==> config.mk <==
export PLATFORM = sky130hd
export DESIGN_NAME = scof_interp
export DESIGN_NICKNAME = d
export VERILOG_FILES = /design/src/scof_pkg.sv /design/src/scof_interp.sv
export SDC_FILE = /design/constraint.sdc
export NUM_CORES = 1
export LEC_CHECK = 0
export ABC_AREA = 1
export BUFFER_PORTS_ARGS = -buffer_cell sky130_fd_sc_hd__buf_2
export CORE_MARGIN = 2
export CORE_UTILIZATION = 30
export CTS_CLUSTER_DIAMETER = 30
export DETAILED_ROUTE_END_ITERATION = 7
export PLACE_DENSITY = 0.55
export SLEW_MARGIN = 20
export SYNTH_ARGS = -nofsm -noshare
export SYNTH_HDL_FRONTEND = slang
export SYNTH_HIERARCHICAL = 1
export SYNTH_SLANG_ARGS = --single-unit
export TNS_END_PERCENT = 30
==> constraint.sdc <==
create_clock -name clk -period 8.16 [get_ports clk]
set_clock_uncertainty 0.1 [all_clocks]
set_input_delay 0.816 -clock clk [delete_from_list [all_inputs] [get_ports clk]]
set_output_delay 0.816 -clock clk [all_outputs]
set_load 0.05 [all_outputs]
==> src/scof_pkg.sv <==
// Package and free-slot finder for the socket create and option interpreter.
package scof_pkg;
    // ****************************************************************
    // Frame types.
    // ****************************************************************
    localparam logic [7:0] FT_CREATE_REQ = 8'h40;
    localparam logic [7:0] FT_OPTION_REQ = 8'h41;
    localparam logic [7:0] FT_CREATE_RSP = 8'hc0;
    localparam logic [7:0] FT_OPTION_RSP = 8'hc1;

    // ****************************************************************
    // Protocol choices.
    // ****************************************************************
    localparam logic [7:0] PROTO_UDP = 8'h00;
    localparam logic [7:0] PROTO_TCP = 8'h01;
    localparam logic [7:0] PROTO_TLS = 8'h04;

    // ****************************************************************
    // Creation status codes.
    // ****************************************************************
    localparam logic [7:0] CST_OK          = 8'h00;
    localparam logic [7:0] CST_NOT_REG     = 8'h22;
    localparam logic [7:0] CST_INTERNAL    = 8'h31;
    localparam logic [7:0] CST_RESOURCE    = 8'h32;
    localparam logic [7:0] CST_BAD_PROTO   = 8'h7b;
    localparam logic [7:0] CST_UPDATING    = 8'h7e;
    localparam logic [7:0] CST_UNKNOWN     = 8'h85;
    localparam logic [7:0] CST_BAD_TLS_CFG = 8'h86;

    // ****************************************************************
    // Option identifiers, values and status codes.
    // ****************************************************************
    localparam logic [7:0] OPT_TLS_PROFILE   = 8'h00;
    localparam logic [7:0] TLS_PROFILE_RESET = 8'h00;
    localparam logic [7:0] TLS_PROFILE_MAX   = 8'h02;
    localparam logic [7:0] OST_OK            = 8'h00;
    localparam logic [7:0] OST_BAD_PARAM     = 8'h01;
    localparam logic [7:0] OST_NO_VALUE      = 8'h02;
    localparam logic [7:0] OST_BAD_SOCKET    = 8'h20;
    localparam logic [7:0] SOCKET_ID_NONE    = 8'hff;
    localparam logic [7:0] FRAME_ID_SILENT   = 8'h00;

    // ****************************************************************
    // Frame lengths in bytes, counted from the frame type byte.
    // ****************************************************************
    localparam logic [2:0] LEN_CREATE_REQ = 3'h3;
    localparam logic [2:0] LEN_OPTION_HDR = 3'h4;
    localparam logic [2:0] LEN_CREATE_RSP = 3'h4;
    localparam logic [2:0] LEN_OPTION_RSP = 3'h5;
    localparam logic [2:0] LEN_SATURATE   = 3'h7;
    localparam int         RESP_BYTES     = 6;
endpackage

`timescale 1ns/100ps

module scof_free_slot #(
    parameter int NUM_SOCKETS = 8,
    parameter int IDX_W       = 3
) (
    input  wire logic [NUM_SOCKETS-1:0] openMask,
    output logic                        freeFound,
    output logic [IDX_W-1:0]            freeIndex
);
    // Lowest-numbered closed slot; scanning downward makes the lowest win.
    always_comb begin
        freeFound = 1'b0;
        freeIndex = '0;
        for (int i = NUM_SOCKETS - 1; i >= 0; i--) begin
            if (!openMask[i]) begin
                freeFound = 1'b1;
                freeIndex = IDX_W'(i);
            end
        end
    end
endmodule

==> src/scof_interp.sv <==
// Interpreter for socket create and socket option request frames.
//
// Contract
// - Create request is type 0x40 with frame id and protocol 0/1/4.
// - A create request always gets a response, even with frame id zero.
// - Create response is type 0xC0 with frame id, socket id, status.
// - Non-zero create status reports socket id 0xFF and opens nothing.
// - Create status 0x00 ok, 0x22 unregistered, 0x31 internal, 0x32 full.
// - Create status 0x7B bad protocol, 0x7E updating, 0x85, 0x86 TLS config.
// - Option request is type 0x41 with frame, socket, option id, data.
// - Empty option data is a query; the setting stays unchanged.
// - Option request with frame id zero gets no response.
// - Option 0x00 is TLS profile, default 0, values 0..2, TLS only.
// - Option response type 0xC1 echoes frame, socket, option ids, status.
// - Option status 0x00 ok, 0x01 bad params, 0x02, 0x20 bad socket.
// - Current option value is appended only for a query.
`timescale 1ns/100ps

module scof_interp
    import scof_pkg::*;
#(
    parameter int NUM_SOCKETS = 8,
    parameter int IDX_W       = $clog2(NUM_SOCKETS)
) (
    input  wire logic       clk,
    input  wire logic       rst,
    input  wire logic [7:0] rxData,
    input  wire logic       rxValid,
    input  wire logic       rxLast,
    output logic            rxReady,
    output logic [7:0]      txData,
    output logic            txValid,
    output logic            txLast,
    input  wire logic       txReady,
    input  wire logic       cellRegistered,
    input  wire logic       modemUpdating,
    input  wire logic       internalFault,
    input  wire logic       tlsConfigValid,
    input  wire logic       closeValid,
    input  wire logic [7:0] closeId,
    output logic [NUM_SOCKETS-1:0] socketOpen
);
    import scof_pkg::*;

    // ****************************************************************
    // State and storage.
    // ****************************************************************
    typedef enum logic [2:0] {
        ST_RECV = 3'b001,
        ST_EXEC = 3'b010,
        ST_SEND = 3'b100
    } scof_state_t;

    // Identifiers at or above this count name no slot and are ignored.
    localparam logic [7:0] NUM_IDS = 8'(NUM_SOCKETS);

    scof_state_t      state;
    logic [2:0]       rxCount;
    logic [2:0]       frameLen;
    logic [7:0]       frameType;
    logic [7:0]       frameId;
    logic [7:0]       field2;
    logic [7:0]       field3;
    logic [7:0]       field4;
    logic [7:0]       respBuf [RESP_BYTES];
    logic [2:0]       respLen;
    logic [2:0]       sendIdx;
    logic [7:0]       sockProto   [NUM_SOCKETS];
    logic [7:0]       sockProfile [NUM_SOCKETS];
    logic             freeFound;
    logic [IDX_W-1:0] freeIndex;

    logic [7:0]       next_resp [RESP_BYTES];
    logic [2:0]       next_respLen;
    logic             next_send;
    logic             doOpen;
    logic             doSetProfile;
    logic [IDX_W-1:0] optIndex;

    // Socket identifiers are slot numbers, so they stay below 0xFF.
    function automatic logic [IDX_W-1:0] slotOf(input logic [7:0] id);
        return id[IDX_W-1:0];
    endfunction

    // An identifier names an open socket only if it is in range and set.
    function automatic logic idKnown(input logic [7:0] id,
                                     input logic [NUM_SOCKETS-1:0] open);
        return (id < NUM_IDS) && open[slotOf(id)];
    endfunction

    scof_free_slot #(
        .NUM_SOCKETS (NUM_SOCKETS),
        .IDX_W       (IDX_W)
    ) u_free_slot (
        .openMask  (socketOpen),
        .freeFound (freeFound),
        .freeIndex (freeIndex)
    );

    // ****************************************************************
    // Handshake outputs.
    // ****************************************************************
    // The receive side stays closed from the last request byte until the
    // last response byte is taken, or for the evaluation cycle alone when no response is sent, so frames never overlap.
    // The response byte holds while the host stalls, because the send index
    // moves only on an accepted byte.
    assign rxReady = (state == ST_RECV);
    assign txValid = (state == ST_SEND);
    assign txData  = respBuf[sendIdx];
    assign txLast  = (state == ST_SEND) && (sendIdx == respLen - 3'h1);

    // ****************************************************************
    // Request capture.
    // ****************************************************************
    // Bytes past the fifth are counted but not stored; the count saturates
    // so that an overlong frame still reads as a long one.
    always_ff @(posedge clk or posedge rst) begin
        if (rst) begin
            rxCount   <= 3'h0;
            frameLen  <= 3'h0;
            frameType <= 8'h00;
            frameId   <= 8'h00;
            field2    <= 8'h00;
            field3    <= 8'h00;
            field4    <= 8'h00;
        end else if (rxValid && rxReady) begin
            unique case (rxCount)
                3'h0: frameType <= rxData;
                3'h1: frameId   <= rxData;
                3'h2: field2    <= rxData;
                3'h3: field3    <= rxData;
                3'h4: field4    <= rxData;
                default: ;
            endcase
            if (rxLast) begin
                rxCount  <= 3'h0;
                frameLen <= (rxCount == LEN_SATURATE) ? LEN_SATURATE
                                                      : rxCount + 3'h1;
            end else if (rxCount != LEN_SATURATE) begin
                rxCount <= rxCount + 3'h1;
            end
        end
    end

    // ****************************************************************
    // Request evaluation.
    // ****************************************************************
    // The status inputs are read only in the evaluation cycle. Frame types
    // other than the two handled here leave next_send low, so such a frame
    // is consumed without any response.
    always_comb begin
        for (int i = 0; i < RESP_BYTES; i++) begin
            next_resp[i] = 8'h00;
        end
        next_respLen = 3'h0;
        next_send    = 1'b0;
        doOpen       = 1'b0;
        doSetProfile = 1'b0;
        optIndex     = slotOf(field2);
        if (frameType == FT_CREATE_REQ) begin
            next_send    = 1'b1;
            next_respLen = LEN_CREATE_RSP;
            next_resp[0] = FT_CREATE_RSP;
            next_resp[1] = frameId;
            // Earlier checks take priority over later ones.
            if (modemUpdating) begin
                next_resp[3] = CST_UPDATING;
            end else if (frameLen < LEN_CREATE_REQ ||
                         (field2 != PROTO_UDP && field2 != PROTO_TCP &&
                          field2 != PROTO_TLS)) begin
                next_resp[3] = CST_BAD_PROTO;
            end else if (!cellRegistered) begin
                next_resp[3] = CST_NOT_REG;
            end else if (field2 == PROTO_TLS && !tlsConfigValid) begin
                next_resp[3] = CST_BAD_TLS_CFG;
            end else if (internalFault) begin
                next_resp[3] = CST_INTERNAL;
            end else if (!freeFound) begin
                next_resp[3] = CST_RESOURCE;
            end else begin
                next_resp[3] = CST_OK;
            end
            if (next_resp[3] == CST_OK) begin
                doOpen       = 1'b1;
                next_resp[2] = 8'(freeIndex);
            end else begin
                next_resp[2] = SOCKET_ID_NONE;
            end
        end else if (frameType == FT_OPTION_REQ &&
                     frameLen >= LEN_OPTION_HDR) begin
            next_send    = (frameId != FRAME_ID_SILENT);
            next_respLen = LEN_OPTION_RSP;
            next_resp[0] = FT_OPTION_RSP;
            next_resp[1] = frameId;
            next_resp[2] = field2;
            next_resp[3] = field3;
            if (!idKnown(field2, socketOpen)) begin
                next_resp[4] = OST_BAD_SOCKET;
            end else if (field3 != OPT_TLS_PROFILE ||
                         sockProto[optIndex] != PROTO_TLS) begin
                next_resp[4] = OST_BAD_PARAM;
            end else if (frameLen == LEN_OPTION_HDR) begin
                next_resp[4] = OST_OK;
                next_resp[5] = sockProfile[optIndex];
                next_respLen = LEN_OPTION_RSP + 3'h1;
            end else if (frameLen != LEN_OPTION_HDR + 3'h1 ||
                         field4 > TLS_PROFILE_MAX) begin
                next_resp[4] = OST_BAD_PARAM;
            end else begin
                next_resp[4] = OST_OK;
                doSetProfile = 1'b1;
            end
        end
    end

    // ****************************************************************
    // Response buffer and sequencing.
    // ****************************************************************
    always_ff @(posedge clk or posedge rst) begin
        if (rst) begin
            for (int i = 0; i < RESP_BYTES; i++) begin
                respBuf[i] <= 8'h00;
            end
            respLen <= 3'h0;
        end else if (state == ST_EXEC) begin
            respBuf <= next_resp;
            respLen <= next_respLen;
        end
    end

    always_ff @(posedge clk or posedge rst) begin
        if (rst) begin
            state <= ST_RECV;
        end else begin
            unique case (state)
                ST_RECV: begin
                    if (rxValid && rxLast) begin
                        state <= ST_EXEC;
                    end
                end
                ST_EXEC: begin
                    state <= next_send ? ST_SEND : ST_RECV;
                end
                ST_SEND: begin
                    if (txReady && txLast) begin
                        state <= ST_RECV;
                    end
                end
                default: state <= ST_RECV;
            endcase
        end
    end

    // ****************************************************************
    // Send index.
    // ****************************************************************
    always_ff @(posedge clk or posedge rst) begin
        if (rst) begin
            sendIdx <= 3'h0;
        end else if (state == ST_EXEC) begin
            sendIdx <= 3'h0;
        end else if (txValid && txReady && !txLast) begin
            sendIdx <= sendIdx + 3'h1;
        end
    end

    // ****************************************************************
    // Socket table.
    // ****************************************************************
    // An allocation in the same cycle as a close was chosen from the mask
    // before the close, so it reuses the closed slot only if that slot was
    // already free; the open is applied last and wins.
    always_ff @(posedge clk or posedge rst) begin
        if (rst) begin
            socketOpen <= '0;
        end else begin
            if (closeValid && closeId < NUM_IDS) begin
                socketOpen[slotOf(closeId)] <= 1'b0;
            end
            if (state == ST_EXEC && doOpen) begin
                socketOpen[freeIndex] <= 1'b1;
            end
        end
    end

    // ****************************************************************
    // Socket attributes.
    // ****************************************************************
    always_ff @(posedge clk or posedge rst) begin
        if (rst) begin
            for (int i = 0; i < NUM_SOCKETS; i++) begin
                sockProto[i]   <= PROTO_UDP;
                sockProfile[i] <= TLS_PROFILE_RESET;
            end
        end else if (state == ST_EXEC) begin
            if (doOpen) begin
                sockProto[freeIndex]   <= field2;
                sockProfile[freeIndex] <= TLS_PROFILE_RESET;
            end
            if (doSetProfile) begin
                sockProfile[optIndex] <= field4;
            end
        end
    end
endmodule

# Word level (Yosys, flattened, before mapping)
# Cells that the tools add are included.
word_totals:
  register_bits: 239
  in_bits: 26
  out_inout_bits: 19
  wordCells: 201
op_classes:
  add_sub_neg: 3
  n_lt_le_gt_ge: 15
  eq_ne: 20
  muxes: 84
  bitwise: 8
  n_reduce_logical: 38
op_table:
  columns: ["op", "n"]
  rows:
  - ["two-way mux 64 bit", 3]
  - ["two-way mux 8 bit", 22]
  - ["bitwise mux 64 bit", 2]
  - ["binary-select mux 8 bit (select 3 bit)", 3]
  - ["bitwise AND 64 bit", 1]
  - ["NOT 64 bit", 1]
  - ["two-way mux 3 bit", 18]
  - ["demux 8 bit (select 3 bit)", 2]
  - ["two-way mux 48 bit", 1]
  - ["two-way mux 32 bit", 1]
  - ["nonzero test 8 bit", 3]
  - ["two-way mux 1 bit", 22]
  - ["AND reduction 2 bit", 9]
  - ["logical AND 1 bit", 17]
  - ["equality test 8 x 7 -> 1 bit, second input constant", 2]
  - ["< comparator 8 x 4 -> 1 bit, second input constant", 2]
  - ["two-way mux 16 bit", 1]
  - ["!= test 8 x 3 -> 1 bit, second input constant", 2]
  - ["equality test 3 bit, second input constant", 4]
  - ["greater-or-equal comparator 4 bit, second input constant", 3]
  - ["< comparator 3 x 4 -> 1 bit, second input constant", 3]
  - ["two-way mux 6 bit", 2]
  - ["NOT 3 -> 4 bit", 3]
  - ["equality test 3 x 2 -> 1 bit, second input constant", 3]
  - ["other kinds (25)", 38]

# Depth between registers and ports, before layout
# Gate-level depths: netlist of the first run.
depth:
  word_depth: 22
  mapped_depth: 18
  depth_no_buf: 16

# By module
# Netlist of the first run, hierarchy kept.
by_module_without_submodules:
  columns: ["mod", "instances", "cells_each", "area_per_inst_um2", "seq_area_each_um2"]
  rows:
  - ["scof_interp", 1, 1369, 11103.1, 5656.7]
  - ["scof_free_slot", 1, 18, 78.8, 0.0]

# Worst setup path before layout of the first run
# OpenSTA, ideal clock, no wires.
synth_timing:
  path_type: "register to output"
  from: "reg sendIdx[0]"
  to: "out txData[1]"
  arrival_time_ns: 2.540
  required_time_ns: 7.244
  slack_ns: 4.704
  stages_incl_launch_ff: 5
  path_buffers: 2
  path_cell_list: "dfrtp_1 -> clkbuf_1 -> buf_1 -> a21oi_1 -> nor4_1"
synth_between:
  elab_chain_cells: 4
synth_lines:
  columns: ["element", "line", "text"]
  rows:
  - ["from (decl)", "scof_interp.sv:67", "logic [2:0] sendIdx;"]
  - ["from (signal assigned)", "scof_interp.sv:263", "sendIdx <= sendIdx + 3'h1;"]
  - ["NOT 3 -> 4 bit (implied by the code)", "scof_interp.sv:109", "assign txData = respBuf[sendIdx];"]
  - ["binary-select mux 8 bit (select 3 bit)", "scof_interp.sv:109", null]
  - ["two-way mux 8 bit (implied by the code) (2 in a row)", "scof_interp.sv:109", null]
  - ["to (decl)", "scof_interp.sv:31", "output logic [7:0] txData,"]
# Every way passes these cells. The select of a mux whose other input is x is not followed.

# Worst setup path after layout of the first run
layout_timing:
  from: "reg sendIdx[0]"
  to: "out txData[7]"
# The elaborated chain is that of the path after synthesis.

==> flow_summary.yaml, run 1 <==
logic_synthesis:
  synthFlopType: "dfrtp_1"
  synthSimpleGateAreaFrac: 0.2510
  syn-num-nets: 1422
  synth-xor-area-share: 0.003133
  ys.warnings.count: 6
  avgSynthCellArea_sq_um: 8.062
  ys_types: 52
  synth_sequential_area_ratio: 0.5059
  synth_cells: 1387
  synth_compound_area_frac: 0.1235
  synth_edf_count: 0
  ys_async_sr_fraction: 1.000
  synth-adder-area-share: 0.01007
  synth_top_family_by_area: "simple AND/OR/NAND/NOR gates"
  synthMuxAreaShare: 0
  netlist_area_sq_um: 11180
  ys_seq_elements: 226
cts:
  cts_hold_buffers: 0
  clk_latency_ns: 0.55
  cts_resized: 0
  clockBufferDepth: 3
  clk_pin_slew_worst_paths_ns: 0.04
  cts_buffers: 56
  clock_sinks: 226
  cts_tree: "done"
  cts_setup_buffers: 0
  cts-root-buf: "clkbuf_16"
  htree_levels: 2
timing:
  setup_violations: 0
  fin_crit_ns: 3.476
  rsz0062_at_grt: "false"
  fin_crit_sh: 0.4260
  worstMarginPinSlew_ns: 0.9013
  timing.setup.tns_ns: 0
  slew-limit-headroom: 0.3969
  slew_violations: 0
  fin_hold_ws_ns: 0.2847
  fmax_mhz: 287.7
  hold_viol: 0
place:
  dp_hpwl_microns: 21040
  place_inst: 1857
  portBuffers: 44
  gp_congestion: 0.8880
critical_path:
  worst-endpoint-arrival_ns: 2.56
  start_kind: "flop"
  crit_required_ns: 7.24
  path_cells: "clkinv_1 -> nor2_1 -> o221ai_1 -> a32o_1 -> buf_2"
  worst_path_dominant_cell_family: "flip-flops"
  crit_buf_inv: 2
  cp_max_fo: 21
  cp_slowest_cell: "dfrtp_1"
  crit_type: "flop to output pin"
  end_kind: "output pin"
  r2r_setup_slack_ns: 4.83
  slowest_delay_ns: 0.75
route:
  vias: 9361
  drt_pass1_iterations: 5
  wire_per_inst_microns: 15.50
  drtIter0Drc: 609
  ant_nets: 0
  routed_wl_microns: 30360
  vias_per_cell: 4.778
  drc: 0
global_route:
  grt_pass1_vias: 9374
  met1_usage: 0.2196
  met2_usage: 0.2604
  grt_overflow: 0
  grt_pass1_wl_microns: 50360
  antenna_found_initial: 0
  top_usage_layer: "met2"
  grt_max_degree: 111
  grt_use_met3: 0.02920
  groute.usage.overall: 0.1625
job:
  drv_cap: 0
die:
  placementRows: 70
  coreArea_sq_um: 36700
  die_h_microns: 197.1
  die_area_sq_um: 38830
  start_util: 0.3047
  die_w_microns: 197.1
  io_pins: 45
finish:
  num-nets-final: 1482
  syn_to_final_growth_pct: 24.39
  final_cell_count_no_fill: 1959
  drive_gt1_frac: 0.1382
  n_antenna_cell: 0
status:
  outcome: "complete, no violations"
power_and_ir_drop:
  power_density_nw_per_um2: 372.0
  irDropWorstVdd_v: 0.0001662
  power_leakage_nw: 7.153
  power_mw: 5.175
worst_hold_path:
  min_path_type: "primary input to asynchronous set/reset pin"
==> final timing paths <==
check                                           from                          to  depth (start not counted)
max in group asynchronous                        rst   sockProto[32]$_DFFE_PP0P_                          3
max                           sendIdx[0]$_DFFE_PP0P_                   txData[7]                          5
min                                              rst  sockProfile[3]$_DFFE_PP0N_                          2
max reg2reg                    field2[0]$_DFFE_PP0P_  sockProfile[1]$_DFFE_PP0N_                         15
min reg2reg                sockProto[53]$_DFFE_PP0P_   sockProto[53]$_DFFE_PP0P_                          2
min in group clk           sockProto[53]$_DFFE_PP0P_   sockProto[53]$_DFFE_PP0P_                          2
==> state kept, by name, summed over array words and instances, names as in the netlist, 8 cells and up <==
| signal | flops |
|---|---|
| sockProto | 64 |
| frameType | 8 |
| field4 | 8 |
| socketOpen | 8 |
| field2 | 8 |
| sockProfile | 64 |
| respBuf | 36 |
| frameId | 8 |
| field3 | 8 |
==> stage by stage <==
| stage | utilization | setup WS [ns] | instance area (sq um) |
|---|---|---|---|
| detailed placement | 0.3220 | 4.852 | 11820 |
| global route | 0.3790 | 4.473 | 13910 |
| floorplan | - | 1.054 | 11180 |
| finish | 0.3790 | 4.684 | 13910 |
| global placement | 0.3220 | 4.948 | 11820 |
| CTS | 0.3789 | 4.674 | 13900 |
==> Yosys cell counts (all sizes together) (2+ instances only) <==
| cell type | n | share of area |
|---|---|---|
| nand2 | 308 | 0.11 |
| inv | 249 | 0.084 |
| dfrtp | 225 | 0.50 |
| o21ai | 145 | 0.065 |
| nor2 | 106 | 0.043 |
| nand3 | 105 | 0.055 |
| a21oi | 46 | 0.021 |
| nand4 | 35 | 0.020 |
| clkbuf | 31 | 0.010 |
| nor3 | 22 | 0.011 |
| buf | 16 | 0.0093 |
| nor4 | 14 | 0.0078 |
| o211ai | 12 | 0.0081 |
| o22ai | 11 | 0.0062 |
| ha | 9 | 0.010 |
| or2 | 9 | 0.0050 |
| a221oi | 7 | 0.0055 |
| clkinv | 6 | 0.0029 |
| a32o | 4 | 0.0036 |
| o2111ai | 4 | 0.0031 |
| a22oi | 3 | 0.0020 |
| o221ai | 3 | 0.0024 |
| o311ai | 3 | 0.0024 |
| a211oi | 2 | 0.0013 |
| a2bb2oi | 2 | 0.0016 |
| xnor2 | 2 | 0.0016 |
| xor2 | 2 | 0.0016 |
==> per-layer routing <==
layer | wire, microns | vias up | share of wire
met2 | 14020 | 200 | 0.46
li1 | - | 4622 | -
met3 | 1355 | 71 | 0.045
met4 | 919 | 0 | 0.030
met5 | 0 | - | 0
met1 | 14070 | 4468 | 0.46
==> power by group <==
| part | total, mW | internal, mW | leakage [nW] | switching, mW |
|---|---|---|---|---|
| combinational | 1.09 | 0.349 | 3.38 | 0.743 |
| clock | 2.42 | 1.76 | 1.02 | 0.658 |
| sequential | 1.66 | 1.40 | 2.75 | 0.264 |
| total | 5.17 | 3.51 | 7.15 | 1.67 |
==> kinds of logic (layout without fill, tap and decap cells) <==
logic type      Yosys count  in the layout
xor+xnor                  4              4
simple gates            602            602
buf+inv                 302            406
flops                   226            226
compound gates          244            244
fa+ha+maj                 9              9
==> layout make-up <==
class	instances	area, sq um
Timing Repair Buffer	49	257.7
Fill cell	3740	22790
Sequential cell	226	5657
Multi-Input combinational cell	859	4345
Inverter	255	977.2
Clock inverter	24	440.4
Tap cell	468	585.6
Clock buffer	78	1647
==> placed cells by master (no fill, tap or decap), types with 35 or more instances in the layout <==
cell type and instances:
nand2_1 297, nor2_1 96, nand3_1 96, inv_1 237, clkbuf_16 58, dfrtp_1 225
o21ai_0 137, buf_2 44, nand4_1 35, a21oi_1 44
Power figures use the tool's default switching activity.
==> run 2, diff against run 1 <==
==> constraint.sdc (replaced) <==
create_clock -name clk -period 3.4 [get_ports clk]
set_clock_uncertainty 0.1 [all_clocks]
set_input_delay 0.34 -clock clk [delete_from_list [all_inputs] [get_ports clk]]
set_output_delay 0.34 -clock clk [all_outputs]
set_load 0.05 [all_outputs]
==> run 2 against run 1 <==
Utilization is 0.49 points higher. Largest power group unchanged. Global-route usage hardly changed. Routed wire length increased by 1.3%. Highest routed layer unchanged.
==> flow_summary.yaml, run 2 (synthesized netlist as in run 1, its figures left out) <==
global_route:
  grt_pass1_wl_microns: 50260
  groute.usage.overall: 0.1628
  grt_pass1_vias: 9310
  grt_overflow: 0
  grt_max_degree: 72
  antenna_found_initial: 0
critical_path:
  crit_type: "flop to output pin"
  cp_max_fo: 14
  crit_required_ns: 2.96
  end_kind: "output pin"
  r2r_end: "sockProfile[47]$_DFFE_PP0N_"
  reg2regPathDepth: 13
  r2r_setup_slack_ns: 0.77
  start_kind: "flop"
  worst-endpoint-arrival_ns: 2.56
  r2r_start: "field2[0]$_DFFE_PP0P_"
cts:
  cts_setup_buffers: 0
  cts_hold_buffers: 5
  clk_latency_ns: 0.56
  cts_resized: 0
  clockBufferDepth: 3
  clock_sinks: 226
  cts-root-buf: "clkbuf_16"
  clk_pin_slew_worst_paths_ns: 0.05
  cts_tree: "done"
  htree_levels: 2
  cts_buffers: 57
die:
  io_pins: 45
  die_w_microns: 197.1
  die_area_sq_um: 38830
  coreArea_sq_um: 36700
  start_util: 0.3047
  die_h_microns: 197.1
  placementRows: 70
worst_hold_path:
  min_path_type: "primary input to flop"
  worstHoldEndpoint: "respBuf[23]$_DFFE_PP0N_"
  whs_path_depth: 2
  worst_hold_startpoint: "modemUpdating"
power_and_ir_drop:
  power_density_nw_per_um2: 886.6
  irDropWorstVdd_v: 0.0004453
  power_mw: 12.49
  power_leakage_nw: 7.218
route:
  vias: 9415
  vias_per_cell: 4.755
  wire_per_inst_microns: 15.53
  ant_nets: 0
  drc: 0
  routed_wl_microns: 30750
  drtIter0Drc: 781
  drt_pass1_iterations: 5
timing:
  timing.setup.tns_ns: 0
  fmax_mhz: 333.6
  fin_crit_sh: 0.8815
  fin_crit_ns: 2.997
  worstMarginPinSlew_ns: 0.7562
  hold_viol: 0
  slew_violations: 0
  slew-limit-headroom: 0.4948
  fin_hold_ws_ns: 0.004539
  rsz0062_at_grt: "false"
  setup_violations: 0
status:
  outcome: "complete, no violations"
finish:
  mostFrequentLayoutCell: "nand2_1"
  num-nets-final: 1499
  largestRegisters: "sockProfile (64), sockProto (64), respBuf (36)"
  final_cell_count_no_fill: 1980
  syn_to_final_growth_pct: 25.99
  n_antenna_cell: 0
  final_cell_mix: "nand2_1 (297), inv_1 (237), dfrtp_1 (225)"
  drive_gt1_frac: 0.1495
  final_area_sq_um: 14090
place:
  place_inst: 1868
  gp_congestion: 0.8793
  dp_hpwl_microns: 21470
  dpl-instance-area_sq_um: 11930
  portBuffers: 44
job:
  drv_cap: 0
-- run 2: area by class of cell --
| cell class | count | area (sq um) |
|---|---|---|
| clock inverters | 34 | 475.5 |
| multi-input cells | 859 | 4340 |
| repair buffers | 65 | 427.9 |
| inverters | 255 | 973.4 |
| well taps | 468 | 585.6 |
| flip-flops and latches | 226 | 5657 |
| fillers | 3723 | 22610 |
| clock buffers | 73 | 1629 |
-- run 2: metrics by stage --
step | utilization | setup WS [ns]
detailed placement | 0.3252 | 0.7868
CTS | 0.3839 | 0.4332
global route | 0.3839 | 0.2394
global placement | 0.3252 | 0.8343
floorplan | - | 0.008812
finish | 0.3839 | 0.4027
-- run 2: worst max-delay path, stage by stage, from the launching register on --
cell	delay, ns
dfrtp_1	0.56
inv_1	0.43
nand2_1	0.15
o21ai_0	0.35
a32o_1	0.22
buf_2	0.28
-- run 2: power breakdown --
part / leakage, nW / switching [mW] / internal, mW
clock network: 1.00 / 1.69 / 4.12
registers: 2.75 / 0.584 / 3.36
logic: 3.47 / 1.88 / 0.868
total: 7.22 / 4.15 / 8.34
-- run 2: per-layer routing --
| layer | global-route usage | share of wire | vias up |
|---|---|---|---|
| li1 | - | - | 4660 |
| met1 | 0.2160 | 0.45 | 4483 |
| met2 | 0.2623 | 0.47 | 213 |
| met3 | 0.03398 | 0.047 | 59 |
| met4 | 0.06126 | 0.030 | 0 |
| met5 | 0 | 0 | - |
-- run 2: how the worst max path moves through the flow --
stage	from	end	slack [ns]
floorplan	rst	field2[0]$_DFFE_PP0P_	0.009
global placement	field2[0]$_DFFE_PP0P_	sockProfile[47]$_DFFE_PP0N_	0.83
detailed placement	field2[0]$_DFFE_PP0P_	sockProfile[47]$_DFFE_PP0N_	0.79
CTS	sendIdx[1]$_DFFE_PP0P_	txData[5]	0.43
global route	sendIdx[1]$_DFFE_PP0P_	txData[5]	0.24
finish	sendIdx[1]$_DFFE_PP0P_	txData[5]	0.40
==> run 3, diff against run 2 <==
--- a/config.mk
+++ b/config.mk
@@ -6,7 +6,7 @@
 export NUM_CORES = 1
 export LEC_CHECK = 0
 export ABC_AREA = 1
-export BUFFER_PORTS_ARGS = -buffer_cell sky130_fd_sc_hd__buf_2
+export BUFFER_PORTS_ARGS = -buffer_cell sky130_fd_sc_hd__buf_4
 export CORE_MARGIN = 2
 export CORE_UTILIZATION = 30
 export CTS_CLUSTER_DIAMETER = 30
==> run 3 against run 2 <==
Maximum frequency down 1.5%. Setup slack lost 0.045 ns. Sequential cell count unchanged. Largest power group unchanged.
==> flow_summary.yaml, run 3 (synthesized netlist as in run 1, its figures left out) <==
timing:
  timing.setup.tns_ns: 0
  fin_crit_sh: 0.8948
  fin_crit_ns: 3.042
  setup_violations: 0
  hold_viol: 0
  slew_violations: 0
  worstMarginPinSlew_ns: 0.6847
  rsz0062_at_grt: "false"
  slew-limit-headroom: 0.5435
  fmax_mhz: 328.7
global_route:
  grt_max_degree: 93
  grt_pass1_wl_microns: 49130
  grt_overflow: 0
  grt_pass1_vias: 9102
  groute.usage.overall: 0.1599
  antenna_found_initial: 0
route:
  vias_per_cell: 4.748
  routed_wl_microns: 30610
  drc: 0
  drtIter0Drc: 613
  wire_per_inst_microns: 15.40
  drt_pass1_iterations: 6
  vias: 9435
  ant_nets: 0
cts:
  cts-root-buf: "clkbuf_16"
  cts_resized: 0
  clock_sinks: 226
  cts_buffers: 60
  clockBufferDepth: 3
  cts_tree: "done"
  clk_pin_slew_worst_paths_ns: 0.04
  clk_latency_ns: 0.57
  htree_levels: 2
place:
  dp_hpwl_microns: 21380
  portBuffers: 44
  dpl-instance-area_sq_um: 12040
  gp_congestion: 0.8323
power_and_ir_drop:
  irDropWorstVdd_v: 0.0003887
  p_seq_frac: 0.311
  swShare: 0.3192
  power_density_nw_per_um2: 892.1
  power_leakage_nw: 7.343
  power_frac_comb: 0.214
  clock_power_share: 0.475
  p_switching_mw: 4.085
  intPower_mw: 8.713
die:
  die_h_microns: 197.1
  io_pins: 45
  start_util: 0.3047
  coreArea_sq_um: 36700
  die_area_sq_um: 38830
  die_w_microns: 197.1
  placementRows: 70
finish:
  fin_util: 0.3909
  final_cell_mix: "nand2_1 (297), inv_1 (237), dfrtp_1 (225)"
  largestRegisters: "sockProfile (64), sockProto (64), respBuf (36)"
  num-nets-final: 1504
  syn_to_final_growth_pct: 28.30
  mostFrequentLayoutCell: "nand2_1"
  regArea_sq_um: 5657
  num-fill-cells: 3655
  drive_gt1_frac: 0.1461
  final_area_sq_um: 14350
  n_antenna_cell: 0
  multi_input_area_sq_um: 4340
critical_path:
  worst-endpoint-arrival_ns: 2.60
  r2r_end: "sockProfile[29]$_DFFE_PP0N_"
  end_kind: "output pin"
  crit_type: "flop to output pin"
  cp_max_fo: 21
  crit_required_ns: 2.96
  r2r_start: "field2[0]$_DFFE_PP0P_"
  r2r_setup_slack_ns: 0.59
  reg2regPathDepth: 14
  start_kind: "flop"
job:
  drv_cap: 0
worst_hold_path:
  min_path_type: "primary input to flop"
  worstHoldEndpoint: "rxCount[0]$_DFFE_PP0P_"
  whs_path_depth: 4
  worst_hold_startpoint: "rxLast"
status:
  outcome: "complete, no violations"
[run 3: cell types whose count changed in the layout (fill, tap and decap cells not counted), sizes merged]
cell,change
clkbuf,+12
dlygate4sd3,+4
buf,-2
clkinvlp,-6
inv,-2
clkinv,-1
bufinv,+2
[run 3: worst max-delay path by stage]
stage                           startpoint                          end  slack [ns]
floorplan                              rst        field2[0]$_DFFE_PP0P_       0.009
global placement     field2[0]$_DFFE_PP0P_   sockProfile[1]$_DFFE_PP0N_        0.73
detailed placement   field2[0]$_DFFE_PP0P_  sockProfile[29]$_DFFE_PP0N_        0.66
CTS                 sendIdx[0]$_DFFE_PP0P_                    txData[7]        0.38
global route        sendIdx[0]$_DFFE_PP0P_                    txData[7]        0.20
finish              sendIdx[0]$_DFFE_PP0P_                    txData[7]        0.36
[run 3: worst max-delay path, stage by stage (launching register included)]
cell and delay (ns):
dfrtp_1 0.78, clkinv_1 0.43, nor2_1 0.20, o221ai_1 0.19, a32o_1 0.25, buf_4 0.19
[run 3: power groups by stage]
stage                     combinational (mW)  clock (mW)  sequential (mW)
after floorplan                         2.10           0             3.74
after CTS                               2.76        6.18             3.97
final                                   2.74        6.08             3.98
after global placement                  2.69           0             3.97
after global routing                    3.08        6.33             4.06
after detailed placement                2.73           0             3.99
[run 3: metrics by stage]
step                      instances  hold WS (ns)  worst slack (ns)  total power, mW
after floorplan                1387        0.3361          0.008812            5.838
after CTS                      1987       0.02516            0.3807            12.90
after global routing           1987       0.06685            0.2018            13.47
after detailed placement       1866        0.3113            0.6632            6.724
after global placement         1866        0.2932            0.7320            6.660
final                          1987       0.04179            0.3578            12.80
[run 3: per-layer routing]
layer / global-route usage / vias up / share of wire
met5: 0 / - / 0
met4: 0.06182 / 0 / 0.029
met3: 0.02988 / 54 / 0.048
met2: 0.2594 / 220 / 0.47
met1: 0.2120 / 4497 / 0.45
li1: - / 4664 / -
[run 3: area by class of cell]
class | instances | share of cell area
clock buffers | 85 | 0.1225
multi-input cells | 859 | 0.3025
repair buffers | 67 | 0.04012
inverters | 255 | 0.06785
well taps | 468 | 0.04082
flip-flops and latches | 226 | 0.3943
clock inverters | 27 | 0.03183
[run 3: repair_timing]
item                      in CTS  in global routing
hold endpoints to repair      20                  0
hold buffers                   9                  0
buffers inserted               0                  0
